### src/design/ssm_pkg.sv
// Shared constants for the synchronous serial master transmitter
package ssm_pkg;
    localparam int DATA_W        = 8;
    localparam int RELOAD_W      = 8;
    localparam int BIT_CNT_W     = 4;
    localparam logic [3:0] LAST_DATA_BIT = 4'h8;
    localparam logic [3:0] ACK_BIT       = 4'h9;
    // SPI rate select codes
    localparam logic [2:0] RATE_DIV4   = 3'h0;
    localparam logic [2:0] RATE_DIV16  = 3'h1;
    localparam logic [2:0] RATE_DIV64  = 3'h2;
    localparam logic [2:0] RATE_TIMER  = 3'h3;
    localparam logic [2:0] RATE_RELOAD = 3'h4;
    // Half-period counts in system clocks for fixed SPI rates
    localparam logic [7:0] HALF_DIV4  = 8'h02;
    localparam logic [7:0] HALF_DIV16 = 8'h08;
    localparam logic [7:0] HALF_DIV64 = 8'h20;
    localparam logic [7:0] RESET_RELOAD = 8'h04;
    typedef enum logic [3:0] {
        ST_IDLE, ST_SPI, ST_RS_SCL_LOW, ST_RS_SDA_HIGH, ST_RS_SCL_HIGH, ST_RS_SDA_LOW,
        ST_ST_SETUP, ST_ST_SDA_LOW, ST_TX_LOW, ST_TX_HIGH, ST_TX_WAIT_HIGH, ST_TX_HOLD
    } ssm_state_t;
endpackage

### src/design/ssm_master.sv
// Master shifting engine: SPI master and two-wire master transmit with start/restart
// Function
// - SPI master starts a byte exchange as soon as the buffer is written.
// - SPI input keeps shifting even with output disabled; bytes load the buffer.
// - SPI bit rate: clock/4, /16, /64, timer/2, or clock/(4*(reload+1)).
// - SPI bytes leave most significant bit first.
// - Clock idle level follows polarity; edge select pre-drives data; sample phase selectable.
// - Restart only taken when the master is idle; otherwise ignored.
// - Restart drives clock low, then releases data high for one generator period.
// - Data high at timeout releases clock; both high for one generator period.
// - Data low one period with clock high, clock low, request clears itself.
// - Start-seen sets on detection; event flag waits for generator timeout.
// - Collision if data low at clock rise or clock low before data driven low.
// - Two-wire buffer write sends one byte, sets buffer-full, starts generator.
// - Bits change after clock fall; clock low one period then high one period.
// - At eighth clock fall buffer-full clears and data line is released.
// - Ninth clock samples acknowledge: zero when acknowledged, one otherwise.
// - After ninth clock event flag sets; generator stops, clock held low.
// - Address byte: seven address bits then read/write bit, then acknowledge.
// - Buffer write while shifting sets write-collision and is discarded.
// - Start request makes a Start and sets event flag on completion.
// - Stop or restart request raises the event once the condition completes.
`timescale 1ns/1ps
module ssm_master
    import ssm_pkg::*;
(
    input  wire logic                       sys_clk,
    input  wire logic                       rst_n,
    input  wire logic                       two_wire_mode,
    input  wire logic [ssm_pkg::DATA_W-1:0] wr_data,
    input  wire logic                       wr_strobe,
    output logic      [ssm_pkg::DATA_W-1:0] transfer_buffer,
    input  wire logic [2:0]                 rate_select,
    input  wire logic [ssm_pkg::RELOAD_W-1:0] rate_reload_value,
    input  wire logic                       timer_tick,
    input  wire logic                       clock_polarity_select,
    input  wire logic                       clock_edge_select,
    input  wire logic                       sample_phase_select,
    input  wire logic                       start_request_set,
    input  wire logic                       restart_request_set,
    input  wire logic                       stop_request_set,
    output logic                            start_request,
    output logic                            restart_request,
    output logic                            stop_request,
    input  wire logic                       port_event_clear,
    output logic                            port_event_flag,
    output logic                            buffer_full_flag,
    input  wire logic                       write_collision_clear,
    output logic                            write_collision_flag,
    output logic                            ack_status,
    output logic                            start_seen,
    output logic                            bus_collision_flag,
    input  wire logic                       bus_collision_clear,
    output logic                            spi_sck,
    output logic                            spi_sdo,
    input  wire logic                       spi_sdi,
    input  wire logic                       scl_in,
    output logic                            scl_out,
    output logic                            scl_oe,
    input  wire logic                       sda_in,
    output logic                            sda_out,
    output logic                            sda_oe
);
    import ssm_pkg::*;

    ssm_state_t                state_r;
    logic [DATA_W-1:0]         shift_r;
    logic [DATA_W-1:0]         rx_r;
    logic [BIT_CNT_W-1:0]      bit_cnt_r;
    logic [RELOAD_W+1:0]       brg_r;
    logic                      phase_r;
    logic                      scl_low_r;
    logic                      sda_low_r;
    logic                      sck_r;
    logic                      sdo_r;
    logic                      scl_d_r;
    logic                      sda_d_r;
    logic                      set_event;
    logic                      set_write_collision_flag;
    logic                      set_bcol;
    logic                      load_buf;
    logic                      brg_done;
    logic                      busy;
    logic [RELOAD_W+1:0]       half_cnt;
    logic [RELOAD_W+1:0]       i2c_cnt;
    logic                      spi_tick;

    assign busy     = (state_r != ST_IDLE);
    assign brg_done = (brg_r == '0);
    // I2C generator period in system clocks: reload+1 (shared reload value)
    assign i2c_cnt  = {2'b00, rate_reload_value};

    always_comb begin
        case (rate_select)
            RATE_DIV4:   half_cnt = {2'b00, HALF_DIV4} - 1'b1;
            RATE_DIV16:  half_cnt = {2'b00, HALF_DIV16} - 1'b1;
            RATE_DIV64:  half_cnt = {2'b00, HALF_DIV64} - 1'b1;
            // Half bit is 2*(reload+1) clocks, so a full bit is 4*(reload+1)
            RATE_RELOAD: half_cnt = {1'b0, rate_reload_value, 1'b0} + 10'h001;
            default:     half_cnt = '0;
        endcase
    end

    // Timer mode: each timer tick is one half bit, giving timer/2 per bit
    assign spi_tick = (rate_select == RATE_TIMER) ? timer_tick : brg_done;

    // Bus line sampling for edge detection
    always_ff @(posedge sys_clk or negedge rst_n) begin
        if (!rst_n) begin
            scl_d_r <= 1'b1;
            sda_d_r <= 1'b1;
        end else begin
            scl_d_r <= scl_in;
            sda_d_r <= sda_in;
        end
    end

    // Start-seen: data falls while clock high
    always_ff @(posedge sys_clk or negedge rst_n) begin
        if (!rst_n) begin
            start_seen <= 1'b0;
        end else if (two_wire_mode && scl_in && scl_d_r && sda_d_r && !sda_in) begin
            start_seen <= 1'b1;
        end else if (two_wire_mode && scl_in && !sda_d_r && sda_in) begin
            start_seen <= 1'b0;
        end
    end

    // Main sequencer
    always_ff @(posedge sys_clk or negedge rst_n) begin
        if (!rst_n) begin
            state_r   <= ST_IDLE;
            shift_r   <= '0;
            rx_r      <= '0;
            bit_cnt_r <= '0;
            brg_r     <= '0;
            phase_r   <= 1'b0;
            scl_low_r <= 1'b0;
            sda_low_r <= 1'b0;
            sck_r     <= 1'b0;
            sdo_r     <= 1'b0;
            ack_status <= 1'b0;
            set_event <= 1'b0;
            set_bcol  <= 1'b0;
            load_buf  <= 1'b0;
        end else begin
            set_event <= 1'b0;
            set_bcol  <= 1'b0;
            load_buf  <= 1'b0;
            if (!brg_done) begin
                brg_r <= brg_r - 1'b1;
            end
            case (state_r)
                ST_IDLE: begin
                    sck_r <= clock_polarity_select;
                    if (wr_strobe && !two_wire_mode) begin
                        shift_r   <= wr_data;
                        sdo_r     <= wr_data[DATA_W-1];
                        bit_cnt_r <= '0;
                        phase_r   <= 1'b0;
                        brg_r     <= half_cnt;
                        state_r   <= ST_SPI;
                    end else if (two_wire_mode && wr_strobe) begin
                        shift_r   <= wr_data;
                        sda_low_r <= ~wr_data[DATA_W-1];
                        bit_cnt_r <= '0;
                        scl_low_r <= 1'b1;
                        brg_r     <= i2c_cnt;
                        state_r   <= ST_TX_LOW;
                    end else if (two_wire_mode && restart_request) begin
                        scl_low_r <= 1'b1;
                        state_r   <= ST_RS_SCL_LOW;
                    end else if (two_wire_mode && start_request) begin
                        scl_low_r <= 1'b0;
                        sda_low_r <= 1'b0;
                        brg_r     <= i2c_cnt;
                        state_r   <= ST_ST_SETUP;
                    end else if (two_wire_mode && stop_request) begin
                        scl_low_r <= 1'b1;
                        sda_low_r <= 1'b1;
                        brg_r     <= i2c_cnt;
                        state_r   <= ST_ST_SDA_LOW;
                    end
                end
                ST_SPI: begin
                    if (spi_tick) begin
                        brg_r   <= half_cnt;
                        phase_r <= ~phase_r;
                        sck_r   <= ~sck_r;
                        if (!phase_r) begin
                            // Leading edge: sample when sample phase clear, drive when edge select clear
                            if (!clock_edge_select && bit_cnt_r != '0) begin
                                sdo_r <= shift_r[DATA_W-1];
                            end
                            if (!sample_phase_select) begin
                                rx_r <= {rx_r[DATA_W-2:0], spi_sdi};
                            end
                        end else begin
                            if (sample_phase_select) begin
                                rx_r <= {rx_r[DATA_W-2:0], spi_sdi};
                            end
                            shift_r   <= {shift_r[DATA_W-2:0], 1'b0};
                            if (clock_edge_select) begin
                                sdo_r <= shift_r[DATA_W-2];
                            end
                            bit_cnt_r <= bit_cnt_r + 1'b1;
                            if (bit_cnt_r == LAST_DATA_BIT - 1'b1) begin
                                load_buf  <= 1'b1;
                                set_event <= 1'b1;
                                state_r   <= ST_IDLE;
                            end
                        end
                    end
                end
                ST_RS_SCL_LOW: begin
                    if (!scl_in) begin
                        brg_r     <= i2c_cnt;
                        sda_low_r <= 1'b0;
                        state_r   <= ST_RS_SDA_HIGH;
                    end
                end
                ST_RS_SDA_HIGH: begin
                    if (brg_done && sda_in) begin
                        scl_low_r <= 1'b0;
                        state_r   <= ST_RS_SCL_HIGH;
                        phase_r   <= 1'b0;
                    end
                end
                ST_RS_SCL_HIGH: begin
                    if (scl_in && !scl_d_r && !sda_in) begin
                        set_bcol <= 1'b1;
                        state_r  <= ST_IDLE;
                    end else if (phase_r && !scl_in) begin
                        set_bcol <= 1'b1;
                        state_r  <= ST_IDLE;
                    end else if (scl_in && !phase_r) begin
                        brg_r   <= i2c_cnt;
                        phase_r <= 1'b1;
                    end else if (phase_r && brg_done) begin
                        sda_low_r <= 1'b1;
                        brg_r     <= i2c_cnt;
                        state_r   <= ST_RS_SDA_LOW;
                    end
                end
                ST_RS_SDA_LOW: begin
                    if (brg_done) begin
                        scl_low_r <= 1'b1;
                        set_event <= 1'b1;
                        state_r   <= ST_IDLE;
                    end
                end
                ST_ST_SETUP: begin
                    if (brg_done) begin
                        sda_low_r <= 1'b1;
                        brg_r     <= i2c_cnt;
                        state_r   <= ST_RS_SDA_LOW;
                    end
                end
                ST_ST_SDA_LOW: begin
                    // Stop: clock released, then data released after one period each
                    if (brg_done && scl_low_r) begin
                        scl_low_r <= 1'b0;
                        brg_r     <= i2c_cnt;
                    end else if (brg_done && sda_low_r) begin
                        sda_low_r <= 1'b0;
                        set_event <= 1'b1;
                        state_r   <= ST_IDLE;
                    end
                end
                ST_TX_LOW: begin
                    if (brg_done) begin
                        scl_low_r <= 1'b0;
                        state_r   <= ST_TX_WAIT_HIGH;
                    end
                end
                ST_TX_WAIT_HIGH: begin
                    if (scl_in) begin
                        brg_r   <= i2c_cnt;
                        state_r <= ST_TX_HIGH;
                        if (bit_cnt_r == LAST_DATA_BIT) begin
                            ack_status <= sda_in;
                        end
                    end
                end
                ST_TX_HIGH: begin
                    if (brg_done) begin
                        scl_low_r <= 1'b1;
                        shift_r   <= {shift_r[DATA_W-2:0], 1'b0};
                        bit_cnt_r <= bit_cnt_r + 1'b1;
                        brg_r     <= i2c_cnt;
                        if (bit_cnt_r == LAST_DATA_BIT) begin
                            set_event <= 1'b1;
                            brg_r     <= '0;
                            state_r   <= ST_IDLE;
                        end else begin
                            state_r <= ST_TX_LOW;
                            // Next bit changes just after the clock falls, never while high
                            if (bit_cnt_r == LAST_DATA_BIT - 1'b1) begin
                                sda_low_r <= 1'b0;
                            end else begin
                                sda_low_r <= ~shift_r[DATA_W-2];
                            end
                        end
                    end
                end
                default: begin
                    state_r <= ST_IDLE;
                end
            endcase
        end
    end

    // Buffer write with collision protection
    assign set_write_collision_flag = wr_strobe && busy;

    always_ff @(posedge sys_clk or negedge rst_n) begin
        if (!rst_n) begin
            transfer_buffer <= '0;
        end else if (load_buf) begin
            transfer_buffer <= rx_r;
        end else if (wr_strobe && !busy) begin
            transfer_buffer <= wr_data;
        end
    end

    always_ff @(posedge sys_clk or negedge rst_n) begin
        if (!rst_n) begin
            buffer_full_flag <= 1'b0;
        end else if (wr_strobe && !busy) begin
            buffer_full_flag <= 1'b1;
        end else if (state_r == ST_TX_HIGH && brg_done && bit_cnt_r == LAST_DATA_BIT - 1'b1) begin
            buffer_full_flag <= 1'b0;
        end else if (load_buf) begin
            buffer_full_flag <= 1'b1;
        end
    end

    // Sticky flags: a set in the same cycle as a clear wins
    always_ff @(posedge sys_clk or negedge rst_n) begin
        if (!rst_n) begin
            write_collision_flag <= 1'b0;
        end else if (set_write_collision_flag) begin
            write_collision_flag <= 1'b1;
        end else if (write_collision_clear) begin
            write_collision_flag <= 1'b0;
        end
    end

    always_ff @(posedge sys_clk or negedge rst_n) begin
        if (!rst_n) begin
            port_event_flag <= 1'b0;
        end else if (set_event) begin
            port_event_flag <= 1'b1;
        end else if (port_event_clear) begin
            port_event_flag <= 1'b0;
        end
    end

    always_ff @(posedge sys_clk or negedge rst_n) begin
        if (!rst_n) begin
            bus_collision_flag <= 1'b0;
        end else if (set_bcol) begin
            bus_collision_flag <= 1'b1;
        end else if (bus_collision_clear) begin
            bus_collision_flag <= 1'b0;
        end
    end

    // Condition requests; ignored unless idle, cleared on acceptance completion
    always_ff @(posedge sys_clk or negedge rst_n) begin
        if (!rst_n) begin
            start_request   <= 1'b0;
            restart_request <= 1'b0;
            stop_request    <= 1'b0;
        end else begin
            if (restart_request_set && !busy && two_wire_mode) begin
                restart_request <= 1'b1;
            end else if (state_r == ST_RS_SDA_LOW && brg_done) begin
                restart_request <= 1'b0;
            end
            if (start_request_set && !busy && two_wire_mode) begin
                start_request <= 1'b1;
            end else if (state_r == ST_RS_SDA_LOW && brg_done) begin
                start_request <= 1'b0;
            end
            if (stop_request_set && !busy && two_wire_mode) begin
                stop_request <= 1'b1;
            end else if (state_r == ST_ST_SDA_LOW && brg_done && !scl_low_r) begin
                stop_request <= 1'b0;
            end
        end
    end

    assign spi_sck = sck_r;
    assign spi_sdo = sdo_r;
    assign scl_out = 1'b0;
    assign sda_out = 1'b0;
    assign scl_oe  = two_wire_mode & scl_low_r;
    assign sda_oe  = two_wire_mode & sda_low_r;
endmodule

### config.mk
export PLATFORM = sky130hd
export DESIGN_NAME = ssm_master
export DESIGN_NICKNAME = d
export VERILOG_FILES = /design/src/design/ssm_pkg.sv /design/src/design/ssm_master.sv
export SDC_FILE = /design/constraint.sdc
export NUM_CORES = 1
export LEC_CHECK = 0
export ABC_AREA = 1
export BUFFER_PORTS_ARGS = -buffer_cell sky130_fd_sc_hd__buf_2
export CORE_AREA = 2 2 94 96
export DETAILED_ROUTE_END_ITERATION = 10
export DIE_AREA = 0 0 96 98
export PLACE_DENSITY = 0.77
export SETUP_SLACK_MARGIN = 0.2
export SLEW_MARGIN = 5
export SYNTH_ARGS = -nofsm -noshare
export SYNTH_HDL_FRONTEND = slang
export SYNTH_SLANG_ARGS = --single-unit
### constraint.sdc
create_clock -name sys_clk -period 3.79 [get_ports sys_clk]
set_clock_uncertainty 0.2 [all_clocks]
set_input_delay 0.1895 -clock sys_clk [delete_from_list [all_inputs] [get_ports sys_clk]]
set_output_delay 0.1895 -clock sys_clk [all_outputs]
set_load 0.01 [all_outputs]
==> flow_summary_export.csv, run 1 <==
group,metric,value,unit
clocking,cts_max_level,3,
hold_path,hp-start,"two_wire_mode",
worst_setup_path,crit_chain,"inv_1 -> ha_1 -> nand2_2 -> nor2_8 -> nand2_4 -> clkinv_1 -> nand2_1 -> nand2_1 -> nor2_1 -> nand2_1 -> nand2_1 -> nand4_1 -> dlygate4sd3_1",
placed_design,place.gp.congestion,0.9983,
logic_synthesis,yosysWarnings,0,
worst_setup_path,ff2ff_setup_slack,820,ps
timing,min_period_over_period,0.7843,
logic_synthesis,synthCells,586,
floorplanning,die_area,9408,sq um
placed_design,dpl.hpwl,9.023,mm
logic_synthesis,syn-cell-area,4058,sq um
grt,first_global_vias,4125,
power_and_ir_drop,p_sw,1692,uW
hold_path,min_path_cells,3,
logic_synthesis,synth.top_cell.area_share,0.3639,
route,drt-initial-drc-count,305,
layout,syn_to_final_growth,20.91,%
clocking,numClockSinks,61,
route,antenna_left,0,
layout,final_core_util,0.5795,
floorplanning,ioPinCount,59,
grt,grt_antenna_before_repair,0,
route,drc_errors,0,
worst_setup_path,cp-start-kind,"flop",
clocking,cts_buffer_depth,2,
logic_synthesis,synthTopCellsByArea,"dfrtp_1, nand2_1, inv_1",
worst_setup_path,cp.arrival,3010,ps
timing,fmax,0.3364,GHz
timing,setup_violations,0,
clocking,cts-buffers-inserted,9,
floorplanning,chipHeight,98,microns
timing,fin_crit,2973,ps
worst_setup_path,rr_worst_depth,13,
worst_setup_path,worstReg2RegStart,"brg_r[0]$_DFF_PN0_",
power_and_ir_drop,leakagePower,0.002574,uW
logic_synthesis,synth_edf_count,0,
hold_path,min_to,"restart_request$_DFFE_PN0P_",
layout,seqCellArea,1529,sq um
logic_synthesis,synth_commonest_cells,"nand2_1, inv_1, nor2_1",
timing,slew_headroom,0.3793,
outcome,status,"completed",
power_and_ir_drop,p_int,1869,uW
logic_synthesis,yosysSeqAreaShare,0.3768,
worst_setup_path,slowest_delay,560,ps
timing,worst_slew_pin_slew,931.0,ps
timing,report.final.slew_viol_count,0,
route,first_pass_iters,5,
worst_setup_path,cp_common_cell,"nand2_1",
logic_synthesis,synth_area_leader_cell,"dfrtp_1",
timing,hold_viol_final,0,
floorplanning,die_w,96,microns
clocking,cts_setup_buffers,0,
worst_setup_path,critPathCaptureType,"flop",
power_and_ir_drop,pwr-share-seq,0.298,
power_and_ir_drop,power.share.clock,0.181,
power_and_ir_drop,ir_worst_vdd,0.3355,mV
logic_synthesis,synth-seq-cells,61,
clocking,cts_resized,0,
worst_setup_path,crit_required,3820,ps
worst_setup_path,reg2reg_to,"brg_r[5]$_DFF_PN0_",
floorplanning,rows,34,
route,vias_per_cell,5.443,
layout,nFillCells,821,
grt,grt_use_total,0.2749,
worst_setup_path,critPathMaxFanout,18,
logic_synthesis,yosys.cell_types.count,46,
hold_path,hold_path.class,"input port to flop",
logic_synthesis,synthFlopType,"dfrtp_1",
worst_setup_path,timing_worst_setup_path_type,"flop to flop",
power_and_ir_drop,total_power,3561,uW
floorplanning,core_area,8466,sq um
power_and_ir_drop,pwr_density_cell,725.9,nW/um^2
layout,diodes,0,
route,vias,4267,
layout,drive_above_1_share,0.1731,
logic_synthesis,yosys.cell_count.top_type,"nand2_1",
logic_synthesis,async_flop_share,1.000,
route,wl_per_cell,15.50,microns
worst_setup_path,crit_path_top_delay_cell,"dlygate4sd3_1",
timing,rsz0062_at_grt,"no",
floorplanning,start_util,0.4793,
grt,grt_remaining_overflow,0,
job,max_cap_viol_count,0,
clocking,cts_hold_buf,27,
power_and_ir_drop,swShare,0.4752,
layout,multi_input_area,2181,sq um
power_and_ir_drop,comb_power_share,0.521,
route,wl,12.15,mm
logic_synthesis,synth.avg_cell_area,6.924,sq um
layout,nets,710,
grt,grt_max_degree,41,
clocking,cts_root_buf,"clkbuf_8",
clocking,cts_tree,"done",
grt,grt_pass1_wl,20.13,mm
timing,final.setup.tns,0,ps
clocking,cts.clk_slew.worst_paths,80,ps
placed_design,io_buffers,56,
clocking,clk_latency,350,ps
==> worst max-delay path by stage <==
stage / from / to / depth (start not counted)
floorplan: brg_r[0]$_DFF_PN0_ / state_r[2]$_DFFE_PN0P_ / 11
global placement: brg_r[0]$_DFF_PN0_ / brg_r[6]$_DFF_PN0_ / 12
detailed placement: brg_r[0]$_DFF_PN0_ / brg_r[6]$_DFF_PN0_ / 12
CTS: brg_r[0]$_DFF_PN0_ / brg_r[5]$_DFF_PN0_ / 13
global route: brg_r[0]$_DFF_PN0_ / brg_r[5]$_DFF_PN0_ / 13
finish: brg_r[0]$_DFF_PN0_ / brg_r[5]$_DFF_PN0_ / 13
==> flip-flops by register name, summed over array words and instances (netlist names), 4 cells and up <==
register,cells
shift_r,8
transfer_buffer,8
bit_cnt_r,4
rx_r,8
brg_r,10
state_r,4
==> worst max-delay path: cells and delay by family, from the launching register on <==
family,cells,cell delay (ps)
AND/OR/NAND/NOR,9,1100
buffers and inverters,3,960
flip-flops,1,370
adder cells (fa/ha/maj),1,240
==> stage by stage <==
step	instances	setup slack, ps	hold WS [ps]	area (sq um)
CTS	784	801.4	7.903	4906
floorplan	587	1851	-306.1	4061
global placement	741	1465	105.3	4420
global route	784	605.6	21.31	4906
finish	784	817.3	25.20	4906
detailed placement	741	1347	105.8	4420
==> routing by layer <==
layer	GRT usage	vias to the layer above	routed length, microns
met5	0	-	0
met3	0.05015	35	817
met1	0.3767	1949	5321
met4	0.09560	0	268
met2	0.4338	203	5742
li1	-	2080	-
==> power by group through the flow <==
stage	clock network [uW]	registers (uW)	logic (uW)
floorplan	0	1030	1360
global placement	0	1060	1740
detailed placement	0	1060	1780
CTS	659	1050	1830
global route	689	1090	2100
finish	645	1060	1860
==> cell type report <==
type | instances | area share
multi-input combinational | 439 | 0.4445
sequential | 61 | 0.3117
timing repair buffer | 84 | 0.1137
inverter | 76 | 0.05866
tap | 108 | 0.02754
clock buffer | 10 | 0.02601
clock inverter | 6 | 0.01785
==> cell usage in the layout, fill, tap and decap left out, types with 3 or more instances in the layout <==
| master | n |
|---|---|
| nand3_2 | 3 |
| buf_2 | 56 |
| nand2_2 | 10 |
| inv_1 | 69 |
| nand3_1 | 40 |
| ha_1 | 3 |
| o21ai_1 | 13 |
| xor2_1 | 5 |
| nor2_1 | 62 |
| dlygate4sd3_1 | 27 |
| dfrtp_1 | 59 |
| nor2_2 | 8 |
| o22ai_1 | 6 |
| inv_2 | 4 |
| nand4_1 | 10 |
| mux2_2 | 6 |
| nand2_1 | 170 |
| nor2_4 | 3 |
| clkbuf_8 | 9 |
| o21ai_0 | 24 |
| a31oi_1 | 13 |
| a21oi_1 | 28 |
| nor3_1 | 11 |
==> logic make-up after synthesis <==
kind of cell	synth area share
other	0.0009242
xor gates and xnor gates	0.01295
adders and majority gates	0.009252
DFF	0.3768
and+or+nand+nor	0.3666
AOI/OAI and AO/OA	0.1277
buffers and inverters	0.08665
muxes	0.01912
(Power assumes the default switching activity.)
==> run 2, diff against run 1 <==
Settings changed: ABC_AREA 1 to 0, PLACE_DENSITY 0.77 to 0.81.
Clock period 3.79 ns to 2.41 ns, I/O delays scaled along.
==> flow_summary_export.csv, run 2 <==
group,metric,value,unit
outcome,status,"finished with violations",
route,vias_per_cell,6.581,
logic_synthesis,synth_top_family_by_area,"compound AO/OA/AOI/OAI gates",
logic_synthesis,async_flop_share,1.000,
floorplanning,core_area,8466,sq um
clocking,cts.clk_slew.worst_paths,80,ps
layout,nets,649,
floorplanning,ioPinCount,59,
logic_synthesis,synthCells,449,
logic_synthesis,synthAdderAreaFrac,0.009141,
worst_setup_path,rr_worst_depth,10,
timing,fin_crit,2651,ps
logic_synthesis,synth_edf_count,0,
layout,final_area,6016,sq um
grt,grt_use_total,0.3124,
route,wl,14.81,mm
logic_synthesis,synthTopCellsByArea,"dfrtp_1, o21ai_0, mux2_2",
job,max_cap_viol_count,0,
worst_setup_path,critPathMaxFanout,6,
logic_synthesis,synth_compound_area_frac,0.2626,
logic_synthesis,synth_mux_area_frac,0.06277,
worst_setup_path,worstReg2RegStart,"brg_r[0]$_DFF_PN0_",
layout,mostFrequentLayoutCell,"buf_4",
layout,multi_input_area,2723,sq um
worst_setup_path,cp-start-kind,"flop",
logic_synthesis,synth-simple-area-share,0.2227,
layout,drive_above_1_share,0.4000,
timing,fmax,0.3773,GHz
layout,largest_reg_flops,10,
logic_synthesis,synthFlopType,"dfrtp_1",
logic_synthesis,synth_xor_area_frac,0.01706,
worst_setup_path,reg2reg_to,"sda_low_r$_DFFE_PN0P_",
route,drc_errors,0,
placed_design,place.gp.congestion,0.9726,
clocking,cts_buffer_depth,2,
logic_synthesis,yosys.cell_types.count,78,
logic_synthesis,synth_area_leader_cell,"dfrtp_1",
power_and_ir_drop,leakagePower,0.002657,uW
timing,final.setup.tns,-5122,ps
power_and_ir_drop,ir_worst_vdd,0.7201,mV
clocking,cts_root_buf,"clkbuf_8",
layout,syn_to_final_growth,46.50,%
placed_design,io_buffers,56,
route,wl_per_cell,20.49,microns
route,drt-initial-drc-count,571,
timing,report.final.slew_viol_count,0,
logic_synthesis,syn-cell-area,4106,sq um
floorplanning,rows,34,
logic_synthesis,yosys.cell_count.top_type,"dfrtp_1",
clocking,cts-buffers-inserted,9,
route,first_pass_iters,9,
clocking,clk_latency,360,ps
layout,largest_register,"brg_r",
worst_setup_path,timing_worst_setup_path_type,"flop to flop",
hold_path,min_path_cells,3,
worst_setup_path,ff2ff_setup_slack,-240,ps
floorplanning,die_area,9408,sq um
timing,rsz0062_at_grt,"yes",
worst_setup_path,setup.worst_path.start,"brg_r[0]$_DFF_PN0_",
worst_setup_path,cp_common_cell,"buf_4",
layout,diodes,0,
floorplanning,start_util,0.4851,
clocking,numClockSinks,61,
logic_synthesis,yosysWarnings,0,
worst_setup_path,crit_required,2460,ps
route,antenna_left,0,
outcome,violations,"negative setup slack",
power_and_ir_drop,pwr_density_cell,1163,nW/um^2
clocking,cts_max_level,3,
hold_path,min_to,"start_seen$_DFFE_PN0P_",
logic_synthesis,yosysSeqAreaShare,0.3723,
layout,nFillCells,574,
grt,first_global_vias,4647,
worst_setup_path,cp.arrival,2700,ps
floorplanning,die_w,96,microns
timing,setup_violations,36,
logic_synthesis,synth_commonest_cells,"dfrtp_1, nand2_1, o21ai_0",
timing,worst_slew_pin_slew,625.3,ps
layout,final_cell_mix,"buf_4, dfrtp_1, buf_2",
route,vias,4758,
timing,fin_ws,-240.7,ps
hold_path,hp-start,"scl_in",
timing,holdWs,1.143,ps
logic_synthesis,synth.avg_cell_area,9.146,sq um
placed_design,dpl.hpwl,9.862,mm
timing,hold_viol_final,0,
grt,grt_antenna_before_repair,0,
worst_setup_path,critPathCaptureType,"flop",
floorplanning,chipHeight,98,microns
worst_setup_path,crit_chain,"inv_2 -> ha_4 -> or4b_4 -> buf_6 -> nor4_4 -> buf_4 -> buf_4 -> o22a_1 -> nand4_1 -> mux2_2",
timing,slew_headroom,0.5831,
power_and_ir_drop,total_power,6998,uW
hold_path,hold_path.class,"input port to flop",
logic_synthesis,synth-seq-cells,61,
grt,grt_pass1_wl,22.78,mm
worst_setup_path,slowest_delay,530,ps
grt,grt_max_degree,38,
layout,seqCellArea,1529,sq um
placed_design,placed_cell_area,5052,sq um
timing,min_period_over_period,1.100,
logic_synthesis,synth.top_cell.area_share,0.3595,
worst_setup_path,crit_path_top_delay_cell,"or4b_4",
grt,grt_remaining_overflow,0,
clocking,cts_tree,"done",
==> run 2: changes by cell type in the layout (fill, tap and decap cells not counted), sizes merged, moves of 9 or more <==
cell    change
nand2     -144
a31oi      -11
nand3      -33
mux2i       +9
nor2       -56
buf        +89
nor2b       +9
nand2b     +12
inv        -52
==> run 2: area by class of cell <==
| type | count | area share |
|---|---|---|
| flip-flops and latches | 61 | 0.2542 |
| well taps | 108 | 0.02246 |
| clock inverters | 7 | 0.01248 |
| clock buffers | 9 | 0.02059 |
| repair buffers | 177 | 0.2246 |
| inverters | 21 | 0.01310 |
| multi-input cells | 340 | 0.4526 |
==> run 2: power by group <==
| part | internal (uW) | switching, uW |
|---|---|---|
| clock | 480 | 482 |
| sequential | 1330 | 305 |
| combinational | 2070 | 2330 |
==> run 2: timing repair <==
item,in CTS,in global routing
cloned,1,0
buffers inserted,6,10
resized for setup,33,38
pin swaps,13,13
hold buffers,31,0
endpoints found under the setup margin,43,45
hold endpoints to repair,62,0
==> run 2: critical path, delay by kind of cell (launching register included) <==
family                     cells  cell delay (ps)
muxes                          1              310
DFF                            1              400
and+or+nand+nor                3              850
buffers and inverters          4              530
AOI/OAI and AO/OA              1              120
adders and majority gates      1              130
==> run 2: routing by layer <==
layer | up-vias | GRT usage | wire (microns)
li1 | 2043 | - | -
met1 | 2249 | 0.3866 | 5451
met2 | 339 | 0.5005 | 7085
met3 | 127 | 0.07099 | 1341
met4 | 0 | 0.1659 | 936
met5 | - | 0 | 0
==> run 2: cells by family (layout without fill, tap and decap cells) <==
kind of cell,after synthesis,after routing
flip-flops,61,61
buffers and inverters,50,214
adder cells (fa/ha/maj),3,3
AND/OR/NAND/NOR,157,158
multiplexers,24,24
AO/OA/AOI/OAI,145,145
XOR/XNOR,8,8
other,1,2
==> run 2: per-stage QoR <==
stage          cells  utilization  setup slack [ps]
2_1_floorplan    450            -            -174.6
3_3_place_gp     659       0.5968            -135.5
3_5_place_dp     659       0.5968            -218.8
4_1_cts          713       0.6796            -202.6
5_1_grt          723       0.7106            -343.6
6_report         723       0.7106            -240.7
==> run 2: how the worst max path moves through the flow <==
stage	cells past startpoint	to
finish	10	sda_low_r$_DFFE_PN0P_
CTS	8	brg_r[5]$_DFF_PN0_
global route	8	bit_cnt_r[2]$_DFFE_PN0P_
global placement	7	state_r[0]$_DFFE_PN0P_
floorplan	8	state_r[0]$_DFFE_PN0P_
detailed placement	8	brg_r[5]$_DFF_PN0_
